**src/weld_range_pkg.sv**
```systemverilog
package weld_range_pkg;

  // register offsets
  localparam logic [3:0] ADDR_MODE = 4'h0;
  localparam logic [3:0] ADDR_RANGE = 4'h1;
  localparam logic [3:0] ADDR_CURRENT = 4'h2;
  localparam logic [3:0] ADDR_LOLIM = 4'h3;
  localparam logic [3:0] ADDR_HILIM = 4'h4;
  localparam logic [3:0] ADDR_PROCOPT = 4'h5;
  localparam logic [3:0] ADDR_STATUS = 4'h6;
  localparam logic [3:0] ADDR_MASK = 4'h7;
  localparam logic [3:0] ADDR_RMS = 4'h8;
  localparam logic [3:0] ADDR_STATE = 4'h9;
  localparam logic [3:0] ADDR_NCCPCT = 4'ha;

  // mode codes, two bcd digits
  localparam logic [7:0] MODE_HALL_REG = 8'h20;
  localparam logic [7:0] MODE_HALL_MON = 8'h21;
  localparam logic [7:0] MODE_ROGO_REG = 8'h30;
  localparam logic [7:0] MODE_ROGO_MON = 8'h31;
  localparam logic [7:0] MODE_MAN_REG = 8'h32;
  localparam logic [7:0] MODE_MAN_MON = 8'h33;
  localparam logic [7:0] PROC_LIMITS = 8'h12;

  // four digit values, and the one digit index of the top table entry
  localparam logic [15:0] RANGE_PERCENT = 16'h0099;
  localparam logic [15:0] RANGE_LARGEST = 16'h9999;
  localparam logic [15:0] PCT_MAX = 16'h0099;
  localparam logic [3:0] RANGE_TOP_INDEX = 4'hf;

  // reset values
  localparam logic [7:0] RST_MODE = 8'h00;
  localparam logic [15:0] RST_RANGE = 16'h9999;
  localparam logic [15:0] RST_CURRENT = 16'h0000;
  localparam logic [15:0] RST_LOLIM = 16'h0000;
  localparam logic [15:0] RST_HILIM = 16'h9999;
  localparam logic [7:0] RST_PROCOPT = 8'h00;

  // status and mask bit positions
  localparam int ST_SETUP = 0;
  localparam int ST_SEQEND = 1;
  localparam int ST_HI = 2;
  localparam int ST_LO = 3;
  localparam int ST_REFUSED = 4;
  localparam int ST_WIDTH = 5;

  // the sixteen manual full-scale values, index 0 is the smallest
  localparam logic [15:0][15:0] RANGE_TABLE = {
    16'h9999, 16'h9000, 16'h8000, 16'h7000,
    16'h6000, 16'h5000, 16'h4000, 16'h3000,
    16'h2000, 16'h1000, 16'h0800, 16'h0600,
    16'h0500, 16'h0400, 16'h0300, 16'h0200};

  typedef enum logic [2:0] {
    ST_NO_CC = 3'b001,
    ST_LEARNING = 3'b010,
    ST_CONST_CURRENT = 3'b100
  } phase_type;

  // what the sensor side reports
  typedef struct packed {
    logic seqEnd;
    logic setupDone;
    logic [15:0] rms;
  } meas_type;

  // register port request
  typedef struct packed {
    logic [3:0] addr;
    logic [15:0] wdata;
    logic wr;
    logic rd;
  } bus_type;

  // regulator configuration towards the firing logic
  typedef struct packed {
    logic regulate;
    logic monitor;
    logic needSetup;
    logic unitsKa;
    logic [3:0] rangeIndex;
    logic [15:0] rangeScale;
  } cfg_type;

  function automatic logic bcd_ok(input logic [15:0] v);
    bcd_ok = (v[3:0] < 4'ha) && (v[7:4] < 4'ha) &&
      (v[11:8] < 4'ha) && (v[15:12] < 4'ha);
  endfunction

endpackage

```
**src/weld_current_range_mode_config.sv**
```systemverilog
// The plain strobed port and the placing of the registers were left to the implementer.
`timescale 1ns/1ns
module weld_current_range_mode_config (
  // clock and reset
  input wire logic ref_clk,
  input wire logic rst_n,
  // register port
  input wire weld_range_pkg::bus_type bus,
  output logic [15:0] rdata,
  // sensor side
  input wire weld_range_pkg::meas_type meas,
  // regulator and panel side
  output weld_range_pkg::cfg_type cfg,
  output logic ccActive,
  output logic [15:0] displayData,
  output logic displayIsRms,
  output logic errHi,
  output logic errLo,
  output logic irq
);

  typedef struct packed {
    weld_range_pkg::phase_type phase;
    logic [7:0] mode;
    logic [15:0] range;
    logic [15:0] current;
    logic [15:0] loLim;
    logic [15:0] hiLim;
    logic [7:0] procOpt;
    logic [15:0] nccPercent;
    logic [15:0] lastRms;
    logic showRms;
    logic [15:0] display;
    logic hi;
    logic lo;
    logic [weld_range_pkg::ST_WIDTH-1:0] status;
    logic [weld_range_pkg::ST_WIDTH-1:0] mask;
    logic [15:0] rdata;
  } state_type;

  state_type cur;
  state_type next_cur;

  logic isAuto;
  logic isManual;
  logic isKnown;
  logic isRegulate;
  logic newAuto;
  logic newManual;
  logic inTable;
  logic wdataBcd;
  logic rmsBcd;
  logic [weld_range_pkg::ST_WIDTH-1:0] events;
  logic refused;
  logic wrStatus;

  ////////////////////////////////////////////////////////////////////////
  // mode decode

  weld_mode_decode u_held_mode (
    .code(cur.mode),
    .autoRange(isAuto),
    .manualRange(isManual),
    .regulate(isRegulate)
  );

  weld_mode_decode u_new_mode (
    .code(bus.wdata[7:0]),
    .autoRange(newAuto),
    .manualRange(newManual),
    .regulate()
  );

  assign isKnown = isAuto || isManual;

  // lookup of the written range value among the sixteen full scales
  weld_range_lookup #(
    .MISS_INDEX(4'h0)
  ) u_new_range (
    .value(bus.wdata),
    .hit(inTable),
    .index()
  );

  // digit checks of the written value and of the measured rms
  weld_bcd_check u_new_digits (
    .value(bus.wdata),
    .valid(wdataBcd)
  );

  weld_bcd_check u_rms_digits (
    .value(meas.rms),
    .valid(rmsBcd)
  );

  ////////////////////////////////////////////////////////////////////////
  // configuration outputs

  logic [3:0] heldIndex;

  weld_range_lookup #(
    .MISS_INDEX(weld_range_pkg::RANGE_TOP_INDEX)
  ) u_held_range (
    .value(cur.range),
    .hit(),
    .index(heldIndex)
  );

  always_comb begin
    cfg.regulate = isRegulate;
    cfg.monitor = isKnown;
    cfg.needSetup = isAuto;
    if (isAuto) begin
      cfg.unitsKa = (cur.range != weld_range_pkg::RANGE_PERCENT);
    end else begin
      cfg.unitsKa = (cur.mode == weld_range_pkg::MODE_MAN_REG);
    end
    cfg.rangeIndex = heldIndex;
    cfg.rangeScale = cur.range;
  end

  assign ccActive = (cur.phase == weld_range_pkg::ST_CONST_CURRENT);
  assign rdata = cur.rdata;
  assign displayData = cur.display;
  assign displayIsRms = cur.showRms;
  assign errHi = cur.hi;
  assign errLo = cur.lo;
  assign irq = |(cur.status & cur.mask);

  ////////////////////////////////////////////////////////////////////////
  // next state

  always_comb begin
    next_cur = cur;
    refused = 1'b0;
    events = '0;
    wrStatus = bus.wr && (bus.addr == weld_range_pkg::ADDR_STATUS);

    // register writes
    if (bus.wr) begin
      case (bus.addr)
        weld_range_pkg::ADDR_MODE: begin
          next_cur.mode = bus.wdata[7:0];
          if (newAuto) begin
            next_cur.phase = weld_range_pkg::ST_LEARNING;
          end else if (newManual) begin
            next_cur.phase = weld_range_pkg::ST_CONST_CURRENT;
          end else begin
            next_cur.phase = weld_range_pkg::ST_NO_CC;
          end
        end
        weld_range_pkg::ADDR_RANGE: begin
          if (isAuto && wdataBcd) begin
            next_cur.range = bus.wdata;
          end else if (isManual && inTable) begin
            next_cur.range = bus.wdata;
          end else begin
            refused = 1'b1;
          end
        end
        weld_range_pkg::ADDR_CURRENT: begin
          if (!wdataBcd) begin
            refused = 1'b1;
          end else if (cur.mode == weld_range_pkg::MODE_MAN_MON &&
              bus.wdata > weld_range_pkg::PCT_MAX) begin
            refused = 1'b1;
          end else begin
            next_cur.current = bus.wdata;
            if (cur.phase == weld_range_pkg::ST_NO_CC) begin
              next_cur.nccPercent = bus.wdata;
            end
          end
        end
        weld_range_pkg::ADDR_LOLIM: begin
          if (wdataBcd) begin
            next_cur.loLim = bus.wdata;
          end else begin
            refused = 1'b1;
          end
        end
        weld_range_pkg::ADDR_HILIM: begin
          if (wdataBcd) begin
            next_cur.hiLim = bus.wdata;
          end else begin
            refused = 1'b1;
          end
        end
        weld_range_pkg::ADDR_PROCOPT: begin
          next_cur.procOpt = bus.wdata[7:0];
        end
        weld_range_pkg::ADDR_MASK: begin
          next_cur.mask = bus.wdata[weld_range_pkg::ST_WIDTH-1:0];
        end
        default: begin
        end
      endcase
    end

    // learning setup finished
    if (meas.setupDone && cur.phase == weld_range_pkg::ST_LEARNING) begin
      next_cur.phase = weld_range_pkg::ST_CONST_CURRENT;
      next_cur.nccPercent = 16'h0000;
      if (cur.range != weld_range_pkg::RANGE_PERCENT && rmsBcd) begin
        next_cur.range = meas.rms;
      end
      events[weld_range_pkg::ST_SETUP] = 1'b1;
    end

    // end of a weld sequence
    if (meas.seqEnd) begin
      events[weld_range_pkg::ST_SEQEND] = 1'b1;
      if (isKnown) begin
        next_cur.lastRms = meas.rms;
        next_cur.showRms = 1'b1;
      end
      next_cur.hi = 1'b0;
      next_cur.lo = 1'b0;
      if (cur.procOpt == weld_range_pkg::PROC_LIMITS && isKnown) begin
        if (meas.rms > cur.hiLim) begin
          next_cur.hi = 1'b1;
          events[weld_range_pkg::ST_HI] = 1'b1;
        end
        if (meas.rms < cur.loLim) begin
          next_cur.lo = 1'b1;
          events[weld_range_pkg::ST_LO] = 1'b1;
        end
      end
    end else if (bus.wr && bus.addr == weld_range_pkg::ADDR_CURRENT) begin
      next_cur.showRms = 1'b0;
    end

    events[weld_range_pkg::ST_REFUSED] = refused;

    // sticky status, write one to clear, a new event wins
    if (wrStatus) begin
      next_cur.status = (cur.status &
        ~bus.wdata[weld_range_pkg::ST_WIDTH-1:0]) | events;
    end else begin
      next_cur.status = cur.status | events;
    end

    next_cur.display = next_cur.showRms ? next_cur.lastRms :
      next_cur.current;

    // read data, valid the cycle after the strobe
    next_cur.rdata = 16'h0000;
    if (bus.rd) begin
      case (bus.addr)
        weld_range_pkg::ADDR_MODE: next_cur.rdata = {8'h00, cur.mode};
        weld_range_pkg::ADDR_RANGE: next_cur.rdata = cur.range;
        weld_range_pkg::ADDR_CURRENT: next_cur.rdata = cur.current;
        weld_range_pkg::ADDR_LOLIM: next_cur.rdata = cur.loLim;
        weld_range_pkg::ADDR_HILIM: next_cur.rdata = cur.hiLim;
        weld_range_pkg::ADDR_PROCOPT: next_cur.rdata = {8'h00, cur.procOpt};
        weld_range_pkg::ADDR_STATUS: begin
          next_cur.rdata = {11'h000, cur.status};
        end
        weld_range_pkg::ADDR_MASK: begin
          next_cur.rdata = {11'h000, cur.mask};
        end
        weld_range_pkg::ADDR_RMS: next_cur.rdata = cur.lastRms;
        weld_range_pkg::ADDR_STATE: begin
          next_cur.rdata = {7'h00, cfg.rangeIndex, cur.lo, cur.hi,
            cur.phase};
        end
        weld_range_pkg::ADDR_NCCPCT: next_cur.rdata = cur.nccPercent;
        default: next_cur.rdata = 16'h0000;
      endcase
    end
  end

  ////////////////////////////////////////////////////////////////////////
  // state register

  always_ff @(posedge ref_clk or negedge rst_n) begin
    if (!rst_n) begin
      cur.phase <= weld_range_pkg::ST_NO_CC;
      cur.mode <= weld_range_pkg::RST_MODE;
      cur.range <= weld_range_pkg::RST_RANGE;
      cur.current <= weld_range_pkg::RST_CURRENT;
      cur.loLim <= weld_range_pkg::RST_LOLIM;
      cur.hiLim <= weld_range_pkg::RST_HILIM;
      cur.procOpt <= weld_range_pkg::RST_PROCOPT;
      cur.nccPercent <= weld_range_pkg::RST_CURRENT;
      cur.lastRms <= 16'h0000;
      cur.showRms <= 1'b0;
      cur.display <= 16'h0000;
      cur.hi <= 1'b0;
      cur.lo <= 1'b0;
      cur.status <= '0;
      cur.mask <= '0;
      cur.rdata <= 16'h0000;
    end else begin
      cur <= next_cur;
    end
  end

endmodule

////////////////////////////////////////////////////////////////////////
// mode code classes, shared by the held and the written code

module weld_mode_decode (
  // two digit mode code
  input wire logic [7:0] code,
  // decoded classes
  output logic autoRange,
  output logic manualRange,
  output logic regulate
);

  always_comb begin
    autoRange = (code == weld_range_pkg::MODE_HALL_REG) ||
      (code == weld_range_pkg::MODE_HALL_MON) ||
      (code == weld_range_pkg::MODE_ROGO_REG) ||
      (code == weld_range_pkg::MODE_ROGO_MON);
    manualRange = (code == weld_range_pkg::MODE_MAN_REG) ||
      (code == weld_range_pkg::MODE_MAN_MON);
    regulate = (code == weld_range_pkg::MODE_HALL_REG) ||
      (code == weld_range_pkg::MODE_ROGO_REG) ||
      (code == weld_range_pkg::MODE_MAN_REG);
  end

endmodule

////////////////////////////////////////////////////////////////////////
// full-scale table lookup; a miss reports the given index

module weld_range_lookup #(
  parameter logic [3:0] MISS_INDEX = 4'h0
) (
  // value to look up
  input wire logic [15:0] value,
  // match and its table index
  output logic hit,
  output logic [3:0] index
);

  always_comb begin
    hit = 1'b0;
    index = MISS_INDEX;
    for (int i = 0; i < 16; i++) begin
      if (value == weld_range_pkg::RANGE_TABLE[i]) begin
        hit = 1'b1;
        index = 4'(i);
      end
    end
  end

endmodule

////////////////////////////////////////////////////////////////////////
// every four-bit digit of a packed decimal value is 0 to 9

module weld_bcd_check #(
  parameter int DIGITS = 4
) (
  // packed decimal value
  input wire logic [4*DIGITS-1:0] value,
  // all digits legal
  output logic valid
);

  logic [DIGITS-1:0] digitOk;

  for (genvar g = 0; g < DIGITS; g++) begin : gen_digit
    assign digitOk[g] = (value[4*g+:4] < 4'ha);
  end

  assign valid = &digitOk;

endmodule

```
**config.mk**
```make
export PLATFORM = sky130hd
export DESIGN_NAME = weld_current_range_mode_config
export DESIGN_NICKNAME = d
export VERILOG_FILES = /design/src/weld_range_pkg.sv /design/src/weld_current_range_mode_config.sv
export SDC_FILE = /design/constraint.sdc
export NUM_CORES = 1
export LEC_CHECK = 0
export ABC_CLOCK_PERIOD_IN_PS = 5580
export BUFFER_PORTS_ARGS = -buffer_cell sky130_fd_sc_hd__clkbuf_2
export CORE_MARGIN = 2
export CORE_UTILIZATION = 25
export CTS_CLUSTER_SIZE = 14
export DETAILED_ROUTE_END_ITERATION = 16
export HOLD_SLACK_MARGIN = 0.1
export PLACE_DENSITY = 0.39
export SLEW_MARGIN = 20
export SYNTH_ARGS = -nofsm -noshare
export SYNTH_HDL_FRONTEND = slang
export SYNTH_SLANG_ARGS = --single-unit
```
**constraint.sdc**
```tcl
create_clock -name ref_clk -period 5.58 [get_ports ref_clk]
set_clock_uncertainty 0.1 [all_clocks]
set_input_delay 1.116 -clock ref_clk [delete_from_list [all_inputs] [get_ports ref_clk]]
set_output_delay 1.116 -clock ref_clk [all_outputs]
set_load 0.02 [all_outputs]
```
==> qor.yml, run 1 <==
seq_power_share: 0.459
drc: 0
min_delay_path_depth: 2
finalMaxSlewViolations: 0
drt_wl_total_mm: 33.93
holdPathEnd: "cur[96]"
grt_max_degree: 83
hp-start: "cur[96]"
n_antenna_cell: 0
num_vias: 6904
drt_iter0_drc: 629
postSynthAreaPerCell_um2: 10.35
dpl.hpwl_mm: 24.39
dieArea_um2: 36670
clock_latency_ps: 440
ys_types: 63
track_usage: 0.1890
setup_ws_ps: 1754
reg2reg_to: "cur[24]"
cts_max_path_buffers: 2
required_ps: 4360
gp_congestion: 0.8545
start_kind: "register"
crit_path_end_kind: "output pin"
seq_area_frac_synth: 0.4580
fin_tns_setup_ps: 0
async_reset_ff_frac: 1.000
internal-power_mw: 2.226
post_cts_buffers: 0
routedWlPerCell_um: 25.14
max-vdd-ir-drop_mv: 0.1936
clock-sinks: 160
r2r_start: "cur[152]"
crit_start: "cfg[13]"
nNetsFinal: 955
detail-route-antenna-nets: 0
cts_root_buf: "clkbuf_16"
layout-area-overhead-vs-synth_pct: 13.90
antenna_found_initial: 1
cts_buffers: 17
p_switching_mw: 1.099
die_h_um: 191.5
final-setup-viol-count: 0
power.share.clock: 0.351
p_leak_nw: 4.383
mostFrequentLayoutCell: "dfrtp_1"
ys_warn_count: 0
finalNonFillerCells: 1350
period_share: 0.6857
htree_levels: 4
swShare: 0.3306
layout_common_cells: "143 x dfrtp_1, 102 x mux2_2, 101 x clkbuf_2, 73 x nand2_1, 47 x nor2_1"
synth_edf_count: 0
dieWidth_um: 191.5
cp_data_arrival_time_ps: 2610
critPathKind: "reg -> out"
cap_viol_max_count: 0
placed_area_um2: 9435
synthesis.nets: 922
cts_tree: "built"
core_area_um2: 34540
final_area_um2: 10010
period_minus_slack_ps: 3826
drive_gt1_frac: 0.3128
hold_class: "reg -> reg"
pin_count: 103
rsz0062_at_grt: "no"
synth_cells: 849
clk_pin_slew_worst_paths_ps: 80
grt_pass1_vias: 6849
ctsResizeCount: 0
max_freq_mhz: 261.4
finalHoldViolCount: 0
grt_overflow: 0
cts_hold_buf: 0
worstMarginPinSlew_ps: 1051
powerDensity_nw_per_um2: 332.2
p_comb_frac: 0.191
r2r_slack_ps: 2330
drt_first_pass_iters: 5
dp.cells: 1318
syn_area_um2: 8788
portBuffers: 102
ys_ff_latch: 160
path_max_fanout: 12
row_count: 68
initial_utilization: 0.2544
synth-main-ff-cell: "dfrtp_1"
dp_slack_ps: 1636
grt_pass1_wl_mm: 49.38
slew_headroom: 0.2977
rr_worst_depth: 6
run_status: "completed"
viasPerCell: 5.114
-- per-layer routing --
layer	GRT usage	routed length [µm]	vias up
li1	-	-	3112
met1	0.2757	16500	3513
met2	0.2827	14950	247
met3	0.03525	1885	32
met4	0.05385	590	0
met5	0	0	-
-- critical path: stages, from the launching register on --
cell and delay [ps]:
dfrtp_1 580, or4_1 660, nor2_1 130, a31oi_1 50, or4_1 560, clkbuf_2 190
-- cell type report --
cell class	count	area, µm²
Clock buffer	19	452.9
Fill cell	3687	24530
Clock inverter	13	121.4
Multi-Input combinational cell	553	4086
Inverter	36	135.1
Timing Repair Buffer	114	619.3
Sequential cell	160	4025
Tap cell	455	569.3
-- power groups by stage --
stage | logic [mW] | registers (mW) | clock network, mW
floorplan | 0.473 | 1.44 | 0
global placement | 0.633 | 1.54 | 0
detailed placement | 0.637 | 1.54 | 0
CTS | 0.639 | 1.52 | 1.19
global route | 0.695 | 1.55 | 1.25
finish | 0.634 | 1.53 | 1.17
-- per-stage QoR --
step	util	hold WS, ps	power (mW)
finish	0.2898	415.4	3.325
global route	0.2898	425.1	3.493
CTS	0.2898	414.2	3.357
detailed placement	0.2731	400.4	2.179
global placement	0.2731	389.6	2.177
floorplan	-	366.6	1.914
-- state kept, by name, summed over array words and instances, names as in the netlist --
name	cells
cfg	16
cur	109
displayData	16
displayIsRms	1
errHi	1
errLo	1
rdata	16
-- synth_stat cells (all sizes together) (2+ instances only) --
library cell	count	area share
or4b	2	0.0027
nand4	12	0.0085
buf	59	0.049
mux2	102	0.13
a31oi	18	0.013
nor4	8	0.0057
or2	2	0.0014
o31ai	3	0.0026
ha	31	0.044
dfrtp	143	0.41
a21boi	2	0.0017
nor2	48	0.021
a21o	10	0.0085
or3	3	0.0021
a22o	8	0.0080
nand3	15	0.0085
nor2b	8	0.0057
inv	36	0.015
nor3	15	0.0091
o21ai	40	0.023
nor3b	5	0.0043
mux2i	18	0.021
dfstp	17	0.051
a22oi	31	0.026
and4	2	0.0020
clkbuf	41	0.018
a311o	3	0.0034
and3	2	0.0014
nand4b	2	0.0020
o311ai	2	0.0020
and2	3	0.0021
a21oi	30	0.018
a211oi	2	0.0017
nand3b	2	0.0017
or4	8	0.0068
a221oi	6	0.0060
o21a	2	0.0017
nand2	73	0.031
nand2b	11	0.0078
a222oi	7	0.0080
-- cell families after synthesis --
family / after synthesis / share of synthesized area
muxes: 120 / 0.1512
AOI/OAI and AO/OA: 179 / 0.1394
DFF: 160 / 0.4580
xor gates and xnor gates: 1 / 0.0009968
adders and majority gates: 31 / 0.04413
buffers and inverters: 136 / 0.08158
and+or+nand+nor: 222 / 0.1247
-- worst max-delay path by stage --
stage	to	slack (ps)	cells after the start
global route	cfg[16]	1590	5
finish	cfg[16]	1750	5
CTS	cfg[16]	1720	5
detailed placement	cfg[10]	1640	7
global placement	cfg[13]	1550	7
floorplan	cfg[10]	2130	8
(Power assumes the default switching activity.)
==> run 2, diff against run 1 <==
Settings changed: ABC_CLOCK_PERIOD_IN_PS 5580 to 3700.
Clock period 5.58 ns to 3.7 ns, I/O delays scaled along.
==> run 2 against run 1 <==
Power rose by 51%. Flip-flop and latch count did not move. Via count rose by 0.94%. Hold slack got worse by 220 ps. Combinational power rose by 56%. Setup slack got worse by 1400 ps. Sequential power rose by 48%. Routed wire length rose by 1.7%. Non-clock buffer count rose by 28. Clock power rose by 51%. First-iteration DRC count fell by 11%. Highest routed layer unchanged. Die area did not move. Critical endpoint is now cfg[20].
==> qor.yml, run 2 (synthesized netlist as in run 1, its figures left out) <==
path_max_fanout: 11
cts_max_path_buffers: 2
clk_pin_slew_worst_paths_ps: 80
drt_wl_total_mm: 34.52
period_minus_slack_ps: 3328
critPathKind: "reg -> out"
detail-route-antenna-nets: 0
routedWlPerCell_um: 25.05
layout_common_cells: "143 x dfrtp_1, 102 x mux2_2, 101 x clkbuf_2, 73 x nand2_1, 48 x nor2_1"
viasPerCell: 5.057
final_util: 0.2954
internal-power_mw: 3.341
cap_viol_max_count: 0
crit_path_end_kind: "output pin"
largest_reg_flops: 109
holdWs_ps: 194.3
hold_class: "in -> async"
layout-area-overhead-vs-synth_pct: 16.10
core_area_um2: 34540
start_kind: "register"
max-vdd-ir-drop_mv: 0.2742
antenna_found_initial: 0
powerDensity_nw_per_um2: 493.4
rsz0062_at_grt: "no"
dieArea_um2: 36670
cts_hold_buf: 0
dpl.hpwl_mm: 25.26
htree_levels: 4
total_power_mw: 5.035
swShare: 0.3363
clock_latency_ps: 450
p_comb_frac: 0.196
mostFrequentLayoutCell: "dfrtp_1"
grt_pass1_wl_mm: 50.80
post_cts_buffers: 0
drive_gt1_frac: 0.3326
fin_tns_setup_ps: 0
power.share.clock: 0.352
pin_count: 103
n_antenna_cell: 0
period_share: 0.8996
grt_overflow: 0
cp_data_arrival_time_ps: 2490
ctsResizeCount: 0
drt_iter0_drc: 561
finalHoldViolCount: 0
dieWidth_um: 191.5
clock-sinks: 160
cts_tree: "built"
p_switching_mw: 1.693
track_usage: 0.1950
drc: 0
cts_root_buf: "clkbuf_16"
row_count: 68
run_status: "completed"
die_h_um: 191.5
final-setup-viol-count: 0
worstMarginPinSlew_ps: 660.8
regMostFlops: "cur"
portBuffers: 102
initial_utilization: 0.2544
drt_first_pass_iters: 5
required_ps: 2860
p_leak_nw: 4.511
num_vias: 6969
cts_buffers: 17
nNetsFinal: 983
gp_congestion: 0.8331
r2r_slack_ps: 710
slew_headroom: 0.5595
seq_power_share: 0.452
finalMaxSlewViolations: 0
max_freq_mhz: 300.4
grt_pass1_vias: 7034
rr_worst_depth: 7
grt_max_degree: 66
## run 2: per-stage QoR
step / instances / instance area [µm²] / setup WS, ps
6_report: 1378 / 10200 / 371.5
2_1_floorplan: 849 / 8788 / 625.0
5_1_grt: 1378 / 10200 / 243.5
4_1_cts: 1378 / 10200 / 307.0
3_3_place_gp: 1346 / 9637 / 394.5
3_5_place_dp: 1346 / 9637 / 397.9
## run 2: power groups by stage
| stage | Sequential, mW | Combinational [mW] | Clock (mW) |
|---|---|---|---|
| finish | 2.27 | 0.987 | 1.77 |
| floorplan | 2.17 | 0.713 | 0 |
| global placement | 2.31 | 0.987 | 0 |
| global route | 2.31 | 1.09 | 1.90 |
| detailed placement | 2.31 | 0.992 | 0 |
| CTS | 2.27 | 0.997 | 1.81 |
## run 2: area by class of cell
type                    instances  area, µm²
fillers                      3657      24340
multi-input cells             553       4078
well taps                     455      569.3
flip-flops and latches        160       4025
inverters                      36      135.1
clock inverters                15      141.4
clock buffers                  17      425.4
repair buffers                142      829.5
## run 2: worst max-delay path: stages, from the launching register on
cell and delay [ps]:
dfrtp_1 530, or4_1 580, nor2_1 210, nand4_1 260, mux2i_1 240, nor2_1 60, clkbuf_2 150
## run 2: worst paths after layout
check	start	endpoint
worst max-delay path	cfg[10]	cfg[20]
worst min-delay path	rst_n	cur[46]
worst max register to register	cur[156]	displayData[6]
worst min register to register	cur[130]	cur[130]
max in group asynchronous	rst_n	cur[89]
min in group ref_clk	cur[130]	cur[130]
## run 2: routing by layer
metal,vias to the layer above,wire length (µm),track usage
met5,-,0,0
met3,31,1644,0.03029
met4,0,515,0.04970
met1,3549,16670,0.2830
li1,3167,-,-
met2,222,15680,0.3007
